<file path="config.mk">
export PLATFORM = sky130hd
export DESIGN_NAME = encoder_pulse_divider
export DESIGN_NICKNAME = d
export VERILOG_FILES = /design/src/include/encoder_pulse_divider_pkg.sv /design/src/core/encoder_pulse_divider.sv
export VERILOG_INCLUDE_DIRS = /design/src /design/src/include
export SDC_FILE = /design/constraint.sdc
export NUM_CORES = 1
export LEC_CHECK = 0
export BUFFER_PORTS_ARGS = -buffer_cell sky130_fd_sc_hd__buf_2
export CORE_MARGIN = 2
export CORE_UTILIZATION = 57
export DETAILED_ROUTE_END_ITERATION = 6
export GPL_TIMING_DRIVEN = 0
export PLACE_DENSITY = 0.86
export RECOVER_POWER = 50
export SYNTH_ARGS = -nofsm -noshare
export SYNTH_HDL_FRONTEND = slang
export SYNTH_SLANG_ARGS = --single-unit
</file>
<file path="constraint.sdc">
create_clock -name ref_clk -period 3.4 [get_ports ref_clk]
set_input_delay 0.34 -clock ref_clk [delete_from_list [all_inputs] [get_ports ref_clk]]
set_output_delay 0.34 -clock ref_clk [all_outputs]
set_load 0.1 [all_outputs]
</file>
<file path="src/include/encoder_pulse_divider_cfg.svh">
// Purpose: constants for the encoder pulse divider
// Assumes: 12-position configuration switch, active-low positions
// Notes: positions counted from 1 (position one is bit 0)
`ifndef ENCODER_PULSE_DIVIDER_CFG_SVH
`define ENCODER_PULSE_DIVIDER_CFG_SVH
`define SW_WIDTH 12
`define SW_RESERVED_BIT 0
`define SW_IN_MODE_BIT 1
`define SW_OUT_MODE_BIT 2
`define SW_CLEAR_BIT 3
`define SW_FACTOR_LSB 4
`define SW_FACTOR_MSB 11
`define FACTOR_WIDTH 8
`define COUNT_WIDTH 9
`define FACTOR_ZERO_AS 9'h100
`define CODE_WIDTH 3
`define CLK_HZ 50000000
`define INC_MAX_HZ 100000
`define CODE_MAX_HZ 50000
`define INC_MIN_PERIOD_CYCLES (`CLK_HZ / `INC_MAX_HZ)
`define CODE_MIN_PERIOD_CYCLES (`CLK_HZ / `CODE_MAX_HZ)
`endif

</file>
<file path="src/include/encoder_pulse_divider_pkg.sv">
// Purpose: types for the encoder pulse divider
// Assumes: nothing
// Notes: types only; numbers live in the cfg header
package encoder_pulse_divider_pkg;
   typedef enum logic [1:0] {
      out_quadrature,
      out_phase_flag,
      out_pulse_dir
   } out_mode_t;
endpackage

</file>
<file path="src/core/encoder_pulse_divider.sv">
// Purpose: divides incremental encoder pulses and repeats them to the drive
// Assumes: ref_clk 50 MHz; all inputs asynchronous to ref_clk
// Notes: switch positions read ON as 0; commutation code is only synchronised
`timescale 1ns/1ps
`include "encoder_pulse_divider_cfg.svh"

module encoder_pulse_divider (
   input wire logic ref_clk,
   input wire logic rst_b,
   input wire logic [`SW_WIDTH-1:0] divider_config_switch,
   input wire logic enc_a,
   input wire logic enc_b,
   input wire logic enc_z,
   input wire logic [`CODE_WIDTH-1:0] commutation_code,
   output logic out_a,
   output logic out_b,
   output logic out_z,
   output logic [`CODE_WIDTH-1:0] commutation_code_sync,
   output logic b_leads
);
   import encoder_pulse_divider_pkg::*;

   // ============================================================
   // synchronisers
   // each group passes two flip-flops; only the second stage is read by logic
   // switches reset to all zero, so the clear position reads held after reset

   // configuration switches
   logic [`SW_WIDTH-1:0] sw_1;
   logic [`SW_WIDTH-1:0] sw;
   logic [`SW_WIDTH-1:0] next_sw_1;
   logic [`SW_WIDTH-1:0] next_sw;

   always_comb begin
      next_sw_1 = divider_config_switch;
      next_sw = sw_1;
   end

   always_ff @(posedge ref_clk) begin
      if (!rst_b) begin
         sw_1 <= '0;
         sw <= '0;
      end else begin
         sw_1 <= next_sw_1;
         sw <= next_sw;
      end
   end

   // phases and index, a in bit 2, b in bit 1, z in bit 0
   logic [2:0] phase_1;
   logic [2:0] phase_2;
   logic [2:0] next_phase_1;
   logic [2:0] next_phase_2;

   always_comb begin
      next_phase_1 = {enc_a, enc_b, enc_z};
      next_phase_2 = phase_1;
   end

   always_ff @(posedge ref_clk) begin
      if (!rst_b) begin
         phase_1 <= '0;
         phase_2 <= '0;
      end else begin
         phase_1 <= next_phase_1;
         phase_2 <= next_phase_2;
      end
   end

   // commutation code, passed on as a level only
   logic [`CODE_WIDTH-1:0] code_1;
   logic [`CODE_WIDTH-1:0] code_s;
   logic [`CODE_WIDTH-1:0] next_code_1;
   logic [`CODE_WIDTH-1:0] next_code_s;

   always_comb begin
      next_code_1 = commutation_code;
      next_code_s = code_1;
   end

   always_ff @(posedge ref_clk) begin
      if (!rst_b) begin
         code_1 <= '0;
         code_s <= '0;
      end else begin
         code_1 <= next_code_1;
         code_s <= next_code_s;
      end
   end

   logic a_s;
   logic b_s;
   logic z_s;
   assign a_s = phase_2[2];
   assign b_s = phase_2[1];
   assign z_s = phase_2[0];

   // ============================================================
   // switch decode
   // switch bits arrive with ON already as 0; position one never read
   logic in_mode;
   logic out_mode;
   logic clear_on;
   logic [`FACTOR_WIDTH-1:0] factor_field;
   logic [`COUNT_WIDTH-1:0] factor;
   out_mode_t mode;

   function automatic logic [`COUNT_WIDTH-1:0] decode_factor(input logic [`FACTOR_WIDTH-1:0] f);
      if (f == '0)
         decode_factor = `FACTOR_ZERO_AS;
      else
         decode_factor = {1'b0, f};
   endfunction

   assign in_mode = sw[`SW_IN_MODE_BIT];
   assign out_mode = sw[`SW_OUT_MODE_BIT];
   assign clear_on = ~sw[`SW_CLEAR_BIT];
   assign factor_field = sw[`SW_FACTOR_MSB:`SW_FACTOR_LSB];
   assign factor = decode_factor(factor_field);

   always_comb begin
      if (in_mode)
         mode = out_pulse_dir;
      else if (out_mode)
         mode = out_phase_flag;
      else
         mode = out_quadrature;
   end

   // ============================================================
   // edge detection and direction
   logic a_d;
   logic b_d;
   logic dir;
   logic next_a_d;
   logic next_b_d;
   logic next_dir;
   logic a_rise;
   logic b_rise;

   assign a_rise = a_s & ~a_d;
   assign b_rise = b_s & ~b_d;

   always_comb begin
      next_a_d = a_s;
      next_b_d = b_s;
      next_dir = dir;
      if (mode == out_pulse_dir)
         next_dir = b_s;
      else if (a_rise)
         next_dir = b_s; // A rising while B high means B leads
      else if (b_rise)
         next_dir = ~a_s;
   end

   always_ff @(posedge ref_clk) begin
      if (!rst_b) begin
         a_d <= 1'b0;
         b_d <= 1'b0;
         dir <= 1'b0;
      end else begin
         a_d <= next_a_d;
         b_d <= next_b_d;
         dir <= next_dir;
      end
   end

   // ============================================================
   // divider
   // counts rising edges of A; divided A is high for the first n/2 rises of every n
   logic [`COUNT_WIDTH-1:0] count;
   logic [`COUNT_WIDTH-1:0] next_count;
   logic div_a;
   logic next_div_a;
   logic [`COUNT_WIDTH-1:0] half;

   function automatic logic [`COUNT_WIDTH-1:0] wrap_inc(input logic [`COUNT_WIDTH-1:0] c,
                                                       input logic [`COUNT_WIDTH-1:0] n);
      if (c >= n - 9'h001)
         wrap_inc = '0;
      else
         wrap_inc = c + 9'h001;
   endfunction

   // level of a divided phase after the rise taken with count c
   function automatic logic first_half(input logic [`COUNT_WIDTH-1:0] c,
                                       input logic [`COUNT_WIDTH-1:0] h);
      first_half = (c < h);
   endfunction

   assign half = factor >> 1;

   always_comb begin
      next_count = count;
      next_div_a = div_a;
      if (clear_on) begin
         next_count = '0;
         next_div_a = 1'b0;
      end else if (factor == 9'h001) begin
         // division by one repeats the phase directly
         next_div_a = a_s;
      end else if (a_rise) begin
         next_count = wrap_inc(count, factor);
         next_div_a = first_half(count, half);
      end
   end

   always_ff @(posedge ref_clk) begin
      if (!rst_b) begin
         count <= '0;
         div_a <= 1'b0;
      end else begin
         count <= next_count;
         div_a <= next_div_a;
      end
   end

   // ============================================================
   // divided B
   // B rises after its A rise when A leads: copy divided A
   // B rises before its A rise when B leads: take the level that A rise will give
   logic div_b;
   logic next_div_b;

   always_comb begin
      next_div_b = div_b;
      if (clear_on)
         next_div_b = 1'b0;
      else if (mode != out_quadrature)
         next_div_b = 1'b0;
      else if (factor == 9'h001)
         next_div_b = b_s;
      else if (b_rise && a_s)
         next_div_b = div_a;
      else if (b_rise)
         next_div_b = first_half(count, half);
   end

   always_ff @(posedge ref_clk) begin
      if (!rst_b) begin
         div_b <= 1'b0;
      end else begin
         div_b <= next_div_b;
      end
   end

   // ============================================================
   // output stage
   logic next_out_a;
   logic next_out_b;
   logic next_out_z;

   always_comb begin
      next_out_a = div_a;
      next_out_z = z_s;
      unique case (mode)
         out_quadrature: next_out_b = div_b;
         out_phase_flag: next_out_b = dir;
         out_pulse_dir: next_out_b = b_s;
      endcase
   end

   always_ff @(posedge ref_clk) begin
      if (!rst_b) begin
         out_a <= 1'b0;
         out_b <= 1'b0;
         out_z <= 1'b0;
         commutation_code_sync <= '0;
         b_leads <= 1'b0;
      end else begin
         out_a <= next_out_a;
         out_b <= next_out_b;
         out_z <= next_out_z;
         commutation_code_sync <= code_s;
         b_leads <= dir;
      end
   end

endmodule // encoder_pulse_divider

</file>
Word-level counts from Yosys, hierarchy flattened
Cells that the tools add are included.
{"block": "word_totals", "reg_bits": 57, "output_inout_bits": 7, "word_cells": 55}
{"block": "op_classes", "add_sub_neg": 2, "order_cmp": 2, "n_eq_ne": 3, "mux": 13, "bitwise": 8, "n_reduce_logical": 10}
{"operator": "$mux W9", "count": 2}
{"operator": "$add A9 B1 Y9 const B", "count": 1}
{"operator": "$eq A9 B1 Y1 const B", "count": 1}
{"operator": "$ge A9 B9 Y1", "count": 1}
{"operator": "$lt A9 B8 Y1", "count": 1}
{"operator": "$mux W1", "count": 9}
{"operator": "$sub A9 B1 Y9 const B", "count": 1}
{"operator": "$logic_not A8 Y1", "count": 1}
{"operator": "$not A1 Y1", "count": 6}
{"operator": "$reduce_bool A3 Y1", "count": 2}
{"operator": "$reduce_and A2 Y1", "count": 2}
{"operator": "$reduce_bool A2 Y1", "count": 2}
{"operator": "$pmux W1 S3", "count": 1}
{"operator": "$reduce_or A3 Y1", "count": 1}
{"operator": "$and A1 B1 Y1", "count": 2}
{"operator": "$eq A2 B1 Y1 const B", "count": 1}
{"operator": "$eq A2 B2 Y1 const B", "count": 1}
{"operator": "$logic_not A2 Y1", "count": 1}
{"operator": "$mux W2", "count": 1}
{"operator": "$logic_and A1 B1 Y1", "count": 1}

Longest topological paths before layout
Gate-level depths: netlist (run 1).
{"block": "depth", "word_depth": 6, "mapped_depth": 12, "mapped_depth_nobuf": 12}

Least setup slack after synthesis (run 1)
No wires, ideal clock.
{"block": "synth_timing", "path_kind": "register to register", "startpoint": "register sw[7]", "endpoint": "register count[8]", "setup_time_ns": 0.074, "arrival_time_ns": 2.532, "t_required_ns": 3.326, "setup_slack_ns": 0.794, "path_stages_with_launch": 12, "period_less_slack_ns": 2.606, "path_cell_list": "dfxtp_1 -> nor4_1 -> nand4_1 -> a21boi_0 -> nor4_1 -> xnor2_1 -> ha_1 -> o21ai_0 -> o21ai_0 -> a21oi_2 -> o221ai_1 -> a31oi_1"}
{"block": "synth_between", "elab_chain_len": 5}
{"element": "start, declared", "line_no": "encoder_pulse_divider.sv:30", "text": "logic [`SW_WIDTH-1:0] sw;"}
{"element": "start signal, assigned", "line_no": "encoder_pulse_divider.sv:45", "text": "sw <= next_sw;"}
{"element": "$logic_not A8 Y1", "line_no": "encoder_pulse_divider.sv:109", "text": "if (f == '0)"}
{"element": "$mux W9 *", "line_no": "encoder_pulse_divider.sv:109"}
{"element": "$sub A9 B1 Y9 / $eq A9 B1 Y1 (equally long branches)", "line_no": "encoder_pulse_divider.sv:179, encoder_pulse_divider.sv:199"}
{"element": "$ge A9 B9 Y1 / $not A1 Y1 (equally long branches)"}
{"element": "$mux W9 / $reduce_and A2 Y1 (equally long branches)"}
{"element": "end signal, assigned", "line_no": "encoder_pulse_divider.sv:213", "text": "count <= next_count;"}
{"element": "end, declared", "line_no": "encoder_pulse_divider.sv:171", "text": "logic [`COUNT_WIDTH-1:0] count;"}
Mark *: on every way between the ends. The rest lies on a longest branch, timed or not.
A chain may end at the register's enable or synchronous reset.

Worst setup path in the final report (run 1)
{"block": "layout_timing", "startpoint": "register sw[7]", "endpoint": "register count[2]"}
Same word-level chain as after synthesis.

==> flow_summary.yaml, run 1 <==
cts:
  cts_buffer_depth: 2
  cts_tree: "yes"
  clock_latency_ps: 300
  path_clk_slew_ps: 90
  htree_levels: 2
  cts_made_buffers: 5
  clkSinkCount: 55
  clockRootBuffer: "clkbuf_8"
  ctsHoldBuffers: 0
place:
  dp_hpwl_um: 3080
  io_buffers: 25
  dp.cells: 328
  place_congestion: 0.839
  place_area_mm2: 0.00256
synthesis:
  synth-edff-count: 0
  yosysTopAreaCell: "dfxtp_1"
  ys_ff_latch: 55
  async_reset_ff_frac: 0
  yosys.area.top_type_share: 0.464
  ys.flop_type: "dfxtp_1"
  synth_most_common_cell: "dfxtp_1"
  seq_area_frac_synth: 0.464
  yosys_warnings: 0
  syn-cell-area_mm2: 0.00237
  synthesis.nets: 292
  syn_avg_cell_area_um2: 9.38
  synthTopCellsByArea: "dfxtp_1 46%, and2_1 13%, ha_1 10%, nand2_1 3.0%, xnor2_1 2.2%"
  yosys-top-cells-count: "55 x dfxtp_1, 48 x and2_1, 19 x ha_1, 19 x nand2_1, 11 x inv_1"
  ys_types: 36
  netlist_instances: 253
floorplanning:
  die-area_mm2: 0.00470
  core.rowCount: 23
  io_pins: 27
  dieHeight_um: 68.5
  initial_utilization: 0.593
  core_mm2: 0.00400
  die_x_um: 68.5
hold_path:
  hold-path-cell-count: 2
  hp-class: "in -> reg"
  hp-start: "divider_config_switch[5]"
power_and_ir_drop:
  total_leakage_power_nw: 1.07
  intPower_mw: 0.857
  peakVddDrop_mv: 0.297
  switching_share: 0.244
  seq_power_share: 0.597
  switchingPower_mw: 0.276
  p_comb_frac: 0.102
  clock_power_share: 0.302
  power_density_mw_per_mm2: 426
setup_path:
  critPathLaunch: "sw[7]$_SDFF_PN0_"
  cp.required_ps: 3630
  path_max_fanout: 9
  cp-end-kind: "flop"
  cp.arrival_ps: 3280
  start_kind: "flop"
  r2r_start: "sw[7]$_SDFF_PN0_"
  critical_path_class: "reg -> reg"
  r2r_cells: 13
sta:
  rsz0062_at_grt: "no"
  hold_viol: 0
  fmax_ghz: 0.328
  setup-tns-final_ps: 0
  period_share: 0.896
  fin_crit_ps: 3050
  clock_skew_ps: 3.42
  finalMaxSlewViolations: 0
  setup_viol: 0
route:
  finalWirelength_um: 4200
  wl_per_cell_um: 12.5
  vias: 1795
  avgViaCountPerCell: 5.33
  drc: 0
  drtAntennaViolNets: 0
  drt_iter0_drc: 73
  firstDrtPassIters: 4
cells_and_area:
  layout.cells.non_filler: 337
  diodes: 0
  area.growth.synth_to_final_pct: 12.2
  nNetsFinal: 326
  n_fill_cell: 311
  final_area_mm2: 0.00266
  drive_gt1_frac: 0.139
global_routing:
  grt_overflow: 0
  grt_pass1_vias: 1653
  use_met2: 0.344
  use_met3: 0.0552
  track_usage: 0.202
  grt_max_degree: 18
  antenna_found_initial: 0
  grtUsageMet1: 0.248
  grt_busiest_layer: "met2"
  grt_pass1_wl_um: 7160
outcome:
  status: "complete, no violations"
flow_run:
  max-cap-violations: 0
## repair_timing
| action | in CTS | in global routing |
|---|---|---|
| buffers inserted | 0 | 2 |
| setup endpoints to repair | 0 | 5 |
| resized for setup | 0 | 1 |
## worst paths after layout
path | endpoint | slack (ps)
min reg2reg | commutation_code_sync[2]$_SDFF_PN0_ | 440
max reg2reg | count[2]$_SDFFE_PN0P_ | 350
max | count[2]$_SDFFE_PN0P_ | 350
min | next_sw[5]$_SDFF_PN0_ | 240
## power by group through the flow
stage / Clock (mW) / Combinational, mW / Sequential, mW
final: 0.342 / 0.115 / 0.676
after global routing: 0.370 / 0.129 / 0.679
after CTS: 0.346 / 0.116 / 0.676
after detailed placement: 0 / 0.114 / 0.691
after global placement: 0 / 0.109 / 0.690
after floorplan: 0 / 0.0710 / 0.702
## per-layer routing
layer	wire length (µm)	vias up
met1	1920	816
met2	2070	40
met3	161	7
li1	-	932
met4	53	0
met5	0	-
## worst max-delay path: stages, from the launching register on
cell,delay (ps)
dfxtp_1,370
nor4_1,460
nand4_1,240
a21boi_0,220
nor4_1,300
xnor2_1,180
ha_1,260
o21ai_0,170
o21ai_0,120
a21oi_2,140
buf_4,180
buf_4,120
o22ai_1,80
a21oi_1,150
## registers in the layout, indices dropped and copies added, names as in the netlist, 3 cells and up
signal                 cells
code_1                     3
next_phase_2               3
sw                        11
next_sw                   11
phase_2                    3
code_s                     3
count                      9
commutation_code_sync      3
## kinds of logic after synthesis
logic type      share of synthesized area
simple gates                        0.261
flops                               0.464
compound gates                      0.115
fa+ha+maj                           0.100
buf+inv                            0.0274
xor+xnor                           0.0221
mux                               0.00843
other cells                       0.00158
## final cells by class
type / instances / area [µm²] / area share
Multi-Input combinational cell: 181 / 1210 / 0.454
Sequential cell: 55 / 1100 / 0.414
Timing Repair Buffer: 27 / 139 / 0.0522
Clock buffer: 5 / 68.8 / 0.0258
Tap cell: 50 / 62.6 / 0.0235
Inverter: 11 / 41.3 / 0.0155
Buffer: 6 / 23.8 / 0.00893
Clock inverter: 2 / 16.3 / 0.00611
## through the flow
stage	hold WS (ps)	power [mW]	utilization	setup WS [ps]
after floorplan	412	0.773	-	794
after global placement	414	0.800	0.640	397
after detailed placement	417	0.806	0.640	251
after CTS	240	1.14	0.662	188
after global routing	230	1.18	0.666	81.8
final	236	1.13	0.666	355
## placed cells by master (no fill, tap or decap), types with 8 or more instances in the layout
cell type and instances:
a21oi_1 10, and2_0 9, and2_1 39, buf_2 25, dfxtp_1 55, ha_1 19
inv_1 11, nand2_1 19, nor2_1 8, nor3_1 9, o21ai_0 8
(Power assumes the default switching activity.)
==> inputs of run 2 (changes only) <==
ABC_AREA = 1   (was not set)
CORE_UTILIZATION = 58   (was 57)
PLACE_DENSITY = 0.87   (was 0.86)
==> run 2 against run 1 <==
Non-clock buffer count down 4. Total power grew 4.4%. Sequential cell count did not move. Clock skew up 7.4 ps. Final area is 5.7% higher. Largest cell class unchanged. Hold slack got worse by 34 ps. Clock-buffer cell count did not move.
==> flow_summary.yaml, run 2 <==
cts:
  clkSinkCount: 55
  cts_resized: 0
  clock_latency_ps: 310
  cts_tree: "yes"
  htree_levels: 2
  clockRootBuffer: "clkbuf_8"
  path_clk_slew_ps: 110
  cts_buffer_depth: 2
  cts_made_buffers: 5
  post_cts_buffers: 0
  ctsHoldBuffers: 0
sta:
  setup-tns-final_ps: 0
  fin_crit_ps: 2500
  whs_ps: 203
  setup_viol: 0
  finalMaxSlewViolations: 0
  clock_skew_ps: 10.8
  rsz0062_at_grt: "no"
  hold_viol: 0
  fmax_ghz: 0.399
  period_share: 0.736
synthesis:
  yosys.area.top_type_share: 0.434
  async_reset_ff_frac: 0
  ys.flop_type: "dfxtp_1"
  yosysTopAreaCell: "dfxtp_1"
  netlist_instances: 348
  ys_ff_latch: 55
  ys_types: 27
  syn_avg_cell_area_um2: 7.28
  synth-edff-count: 0
  synthTopCellsByArea: "dfxtp_1 43%, nand2_1 16%, inv_1 11%, ha_1 9.4%, nor2_1 4.3%"
  yosys_warnings: 0
  synth_most_common_cell: "nand2_1"
  yosys-top-cells-count: "106 x nand2_1, 72 x inv_1, 55 x dfxtp_1, 29 x nor2_1, 19 x ha_1"
  synthesis.nets: 387
  syn-cell-area_mm2: 0.00253
  seq_area_frac_synth: 0.434
hold_path:
  hold-path-cell-count: 3
  hp-class: "in -> reg"
route:
  avgViaCountPerCell: 4.66
  drc: 0
  drtAntennaViolNets: 0
  finalWirelength_um: 4310
  vias: 2011
  wl_per_cell_um: 9.97
  firstDrtPassIters: 4
  drt_iter0_drc: 108
floorplanning:
  die-area_mm2: 0.00492
  core.rowCount: 24
  core_mm2: 0.00429
  io_pins: 27
  initial_utilization: 0.590
  die_x_um: 70.1
  dieHeight_um: 70.1
setup_path:
  cp.required_ps: 3610
  path_max_fanout: 9
  cp.arrival_ps: 2710
  max_stage_delay_ps: 350
  critical_path_class: "reg -> reg"
  slowest_stage: "dfxtp_1"
  cp-end-kind: "flop"
  start_kind: "flop"
  crit_top_cell: "nand2_1"
  path_cells: "inv_1 -> ha_1 -> inv_1 -> nor2_1 -> nand2_1 -> o21ai_2 -> nand2_1 -> o21ai_0 -> inv_1 -> ha_1 -> nand2_1 -> nor2_1 -> nand3b_1 -> nand4_1 -> nand2_1 -> nand2_2 -> nor2_1"
  r2r_cells: 17
power_and_ir_drop:
  total_power_mw: 1.18
  peakVddDrop_mv: 0.318
  total_leakage_power_nw: 1.59
  power_density_mw_per_mm2: 421
global_routing:
  grt_pass1_wl_um: 7750
  grt_max_degree: 20
  grt_pass1_vias: 1942
  antenna_found_initial: 0
  grt_overflow: 0
  track_usage: 0.197
place:
  dp_hpwl_um: 3320
  io_buffers: 24
  dp.cells: 424
  place_congestion: 0.876
cells_and_area:
  drive_gt1_frac: 0.137
  final_common_cell: "nand2_1"
  layout.cells.non_filler: 432
  layout_common_cells: "106 x nand2_1, 72 x inv_1, 55 x dfxtp_1"
  postLayoutCoreUtil: 0.656
  nNetsFinal: 418
  area.growth.synth_to_final_pct: 11.1
  diodes: 0
flow_run:
  max-cap-violations: 0
outcome:
  status: "complete, no violations"
[run 2: final timing paths]
| path | from | slack [ps] | to |
|---|---|---|---|
| max | sw[5]$_SDFF_PN0_ | 900 | count[7]$_SDFFE_PN0P_ |
| min reg2reg | next_sw[5]$_SDFF_PN0_ | 410 | sw[5]$_SDFF_PN0_ |
| min | enc_a | 200 | next_phase_2[2]$_SDFF_PN0_ |
| max reg2reg | sw[5]$_SDFF_PN0_ | 900 | count[7]$_SDFFE_PN0P_ |
[run 2: layout make-up]
class	count	area, µm²
buffer	5	18.8
clock buffer	5	68.8
sequential	55	1100
multi-input combinational	211	1130
clock inverter	3	26.3
inverter	77	289
timing repair buffer	24	120
tap	52	65.1
fill	370	1480
[run 2: kinds of logic (layout without fill, tap and decap cells)]
kind of cell | after synthesis | in the layout | synth area share
fa+ha+maj | 19 | 19 | 0.0938
simple gates | 170 | 170 | 0.292
compound gates | 14 | 14 | 0.0326
xor+xnor | 7 | 7 | 0.0242
buf+inv | 82 | 114 | 0.121
other cells | 1 | 1 | 0.00148
flops | 55 | 55 | 0.434
[run 2: metal layers]
layer | routed length, µm | global-route usage | vias to the layer above
met5 | 0 | 0 | -
met4 | 37 | 0.0919 | 0
met3 | 172 | 0.0447 | 4
met2 | 2170 | 0.356 | 44
met1 | 1930 | 0.217 | 873
li1 | - | - | 1090
[run 2: power breakdown]
part	total, mW	switching, mW	internal (mW)
combinational	0.133	0.0873	0.0456
clock	0.374	0.222	0.152
sequential	0.677	0.00961	0.667
[run 2: stage by stage]
| step | cell area, µm² | setup slack (ps) |
|---|---|---|
| final | 2820 | 897 |
| after global routing | 2820 | 607 |
| after CTS | 2820 | 898 |
| after detailed placement | 2720 | 930 |
| after global placement | 2720 | 962 |
| after floorplan | 2530 | 1220 |
[run 2: critical path: cells and delay by family, from the launching register on]
family	cells	cell delay, ps
compound gates	2	260
fa+ha+maj	2	500
buf+inv	3	230
flops	1	350
simple gates	10	1070
==> inputs of run 3 (changes only) <==
clock period = 2.6 ns   (was 3.4 ns; I/O delays follow)
==> run 3 against run 2 <==
Clock skew down 0.98 ps. Final area grew 0.84%. Register-to-register slack got worse by 660 ps. Largest power group unchanged. Sequential power up 31%. Global-route usage stayed put. Sequential cell count is the same. Critical endpoint unchanged. Setup slack worse by 660 ps. Highest routed layer unchanged. Hold slack worse by 81 ps. Die area unchanged. Largest cell class unchanged.
==> flow_summary.yaml, run 3 (synthesis results as in run 2) <==
outcome:
  status: "complete, no violations"
cells_and_area:
  layout.cells.non_filler: 433
  drive_gt1_frac: 0.147
  diodes: 0
  postLayoutCoreUtil: 0.661
  final_area_mm2: 0.00284
  final_common_cell: "nand2_1"
  area.growth.synth_to_final_pct: 12.0
  layout_common_cells: "105 x nand2_1, 72 x inv_1, 55 x dfxtp_1"
  nNetsFinal: 419
setup_path:
  critical_path_class: "reg -> reg"
  path_cells: "inv_1 -> ha_2 -> inv_1 -> nor2_2 -> nand2_1 -> o21ai_2 -> nand2_1 -> o21ai_1 -> inv_1 -> ha_1 -> nand2_1 -> nor2_1 -> nand3b_1 -> nand4_1 -> nand2_2 -> nand2_4 -> nor2_1"
  start_kind: "flop"
  cp.required_ps: 2820
  path_max_fanout: 5
  r2r_setup_slack_ps: 240
  cp-end-kind: "flop"
  slowest_stage: "dfxtp_1"
  max_stage_delay_ps: 350
  cp.arrival_ps: 2580
sta:
  setup-tns-final_ps: 0
  clock_skew_ps: 9.85
  worst_slack_ps: 242
  finalMaxSlewViolations: 0
  fin_crit_ps: 2360
  fmax_ghz: 0.424
  hold_viol: 0
  whs_ps: 121
  period_share: 0.907
  setup_viol: 0
cts:
  htree_levels: 2
  cts_resized: 0
  clockRootBuffer: "clkbuf_8"
  path_clk_slew_ps: 100
  cts_made_buffers: 5
  clkSinkCount: 55
  cts_tree: "yes"
  clock_latency_ps: 310
  cts_buffer_depth: 2
  post_cts_buffers: 0
  ctsHoldBuffers: 0
place:
  dp.cells: 424
  dp_hpwl_um: 3320
  place_area_mm2: 0.00272
  place_congestion: 0.876
  io_buffers: 24
  post-place-ws_ps: 130
route:
  finalWirelength_um: 4360
  firstDrtPassIters: 4
  vias: 2033
  drt_iter0_drc: 66
  drc: 0
  avgViaCountPerCell: 4.70
  drtAntennaViolNets: 0
  wl_per_cell_um: 10.1
global_routing:
  grt_overflow: 0
  antenna_found_initial: 0
  track_usage: 0.197
  grt_pass1_wl_um: 7750
  grt_pass1_vias: 1942
  grt_max_degree: 20
flow_run:
  max-cap-violations: 0
power_and_ir_drop:
  power_density_mw_per_mm2: 546
  seq_power_share: 0.570
  switchingPower_mw: 0.420
  clock_power_share: 0.316
  intPower_mw: 1.13
  p_comb_frac: 0.114
  switching_share: 0.270
  total_leakage_power_nw: 1.60
  total_power_mw: 1.55
  peakVddDrop_mv: 0.418
floorplanning:
  die_x_um: 70.1
  core_mm2: 0.00429
  io_pins: 27
  core.rowCount: 24
  dieHeight_um: 70.1
  die-area_mm2: 0.00492
  initial_utilization: 0.590
hold_path:
  hp-class: "in -> reg"
==> run 3: cell types whose count changed in the layout (fill, tap and decap cells not counted) <==
cell / change
nor2_2: +1
ha_1: -1
o21ai_1: +1
nor2_1: -1
nand2_1: -1
ha_2: +1
nand2_4: +2
o21ai_0: -1
==> run 3: layout make-up <==
cell class,count,area (µm²)
fill,367,1460
multi-input combinational,212,1150
sequential,55,1100
inverter,77,289
timing repair buffer,24,120
clock buffer,5,68.8
tap,52,65.1
clock inverter,3,26.3
buffer,5,18.8
==> run 3: path summary, 6_finish.rpt <==
kind,start,end,cells after the start
max,sw[5]$_SDFF_PN0_,count[7]$_SDFFE_PN0P_,17
min,enc_a,next_phase_2[2]$_SDFF_PN0_,3
max reg2reg,sw[5]$_SDFF_PN0_,count[7]$_SDFFE_PN0P_,17
min reg2reg,next_sw[5]$_SDFF_PN0_,sw[5]$_SDFF_PN0_,2
==> run 3: worst max-delay path, delay by kind of cell (launching register included) <==
family          cells  cell delay [ps]
simple gates       10              990
fa+ha+maj           2              490
flops               1              350
compound gates      2              230
buf+inv             3              220
==> run 3: power by group through the flow <==
stage / clock, mW / sequential [mW] / combinational (mW)
after floorplan: 0 / 0.923 / 0.112
after global placement: 0 / 0.903 / 0.168
after detailed placement: 0 / 0.904 / 0.174
after CTS: 0.500 / 0.885 / 0.175
after global routing: 0.536 / 0.888 / 0.202
final: 0.490 / 0.885 / 0.176
==> run 3: layer usage <==
| layer | share of wire | routed length, µm | vias to the layer above | global-route usage |
|---|---|---|---|---|
| li1 | - | - | 1092 | - |
| met1 | 0.45 | 1960 | 893 | 0.217 |
| met2 | 0.50 | 2180 | 41 | 0.356 |
| met3 | 0.036 | 157 | 7 | 0.0447 |
| met4 | 0.015 | 64 | 0 | 0.0919 |
| met5 | 0 | 0 | - | 0 |
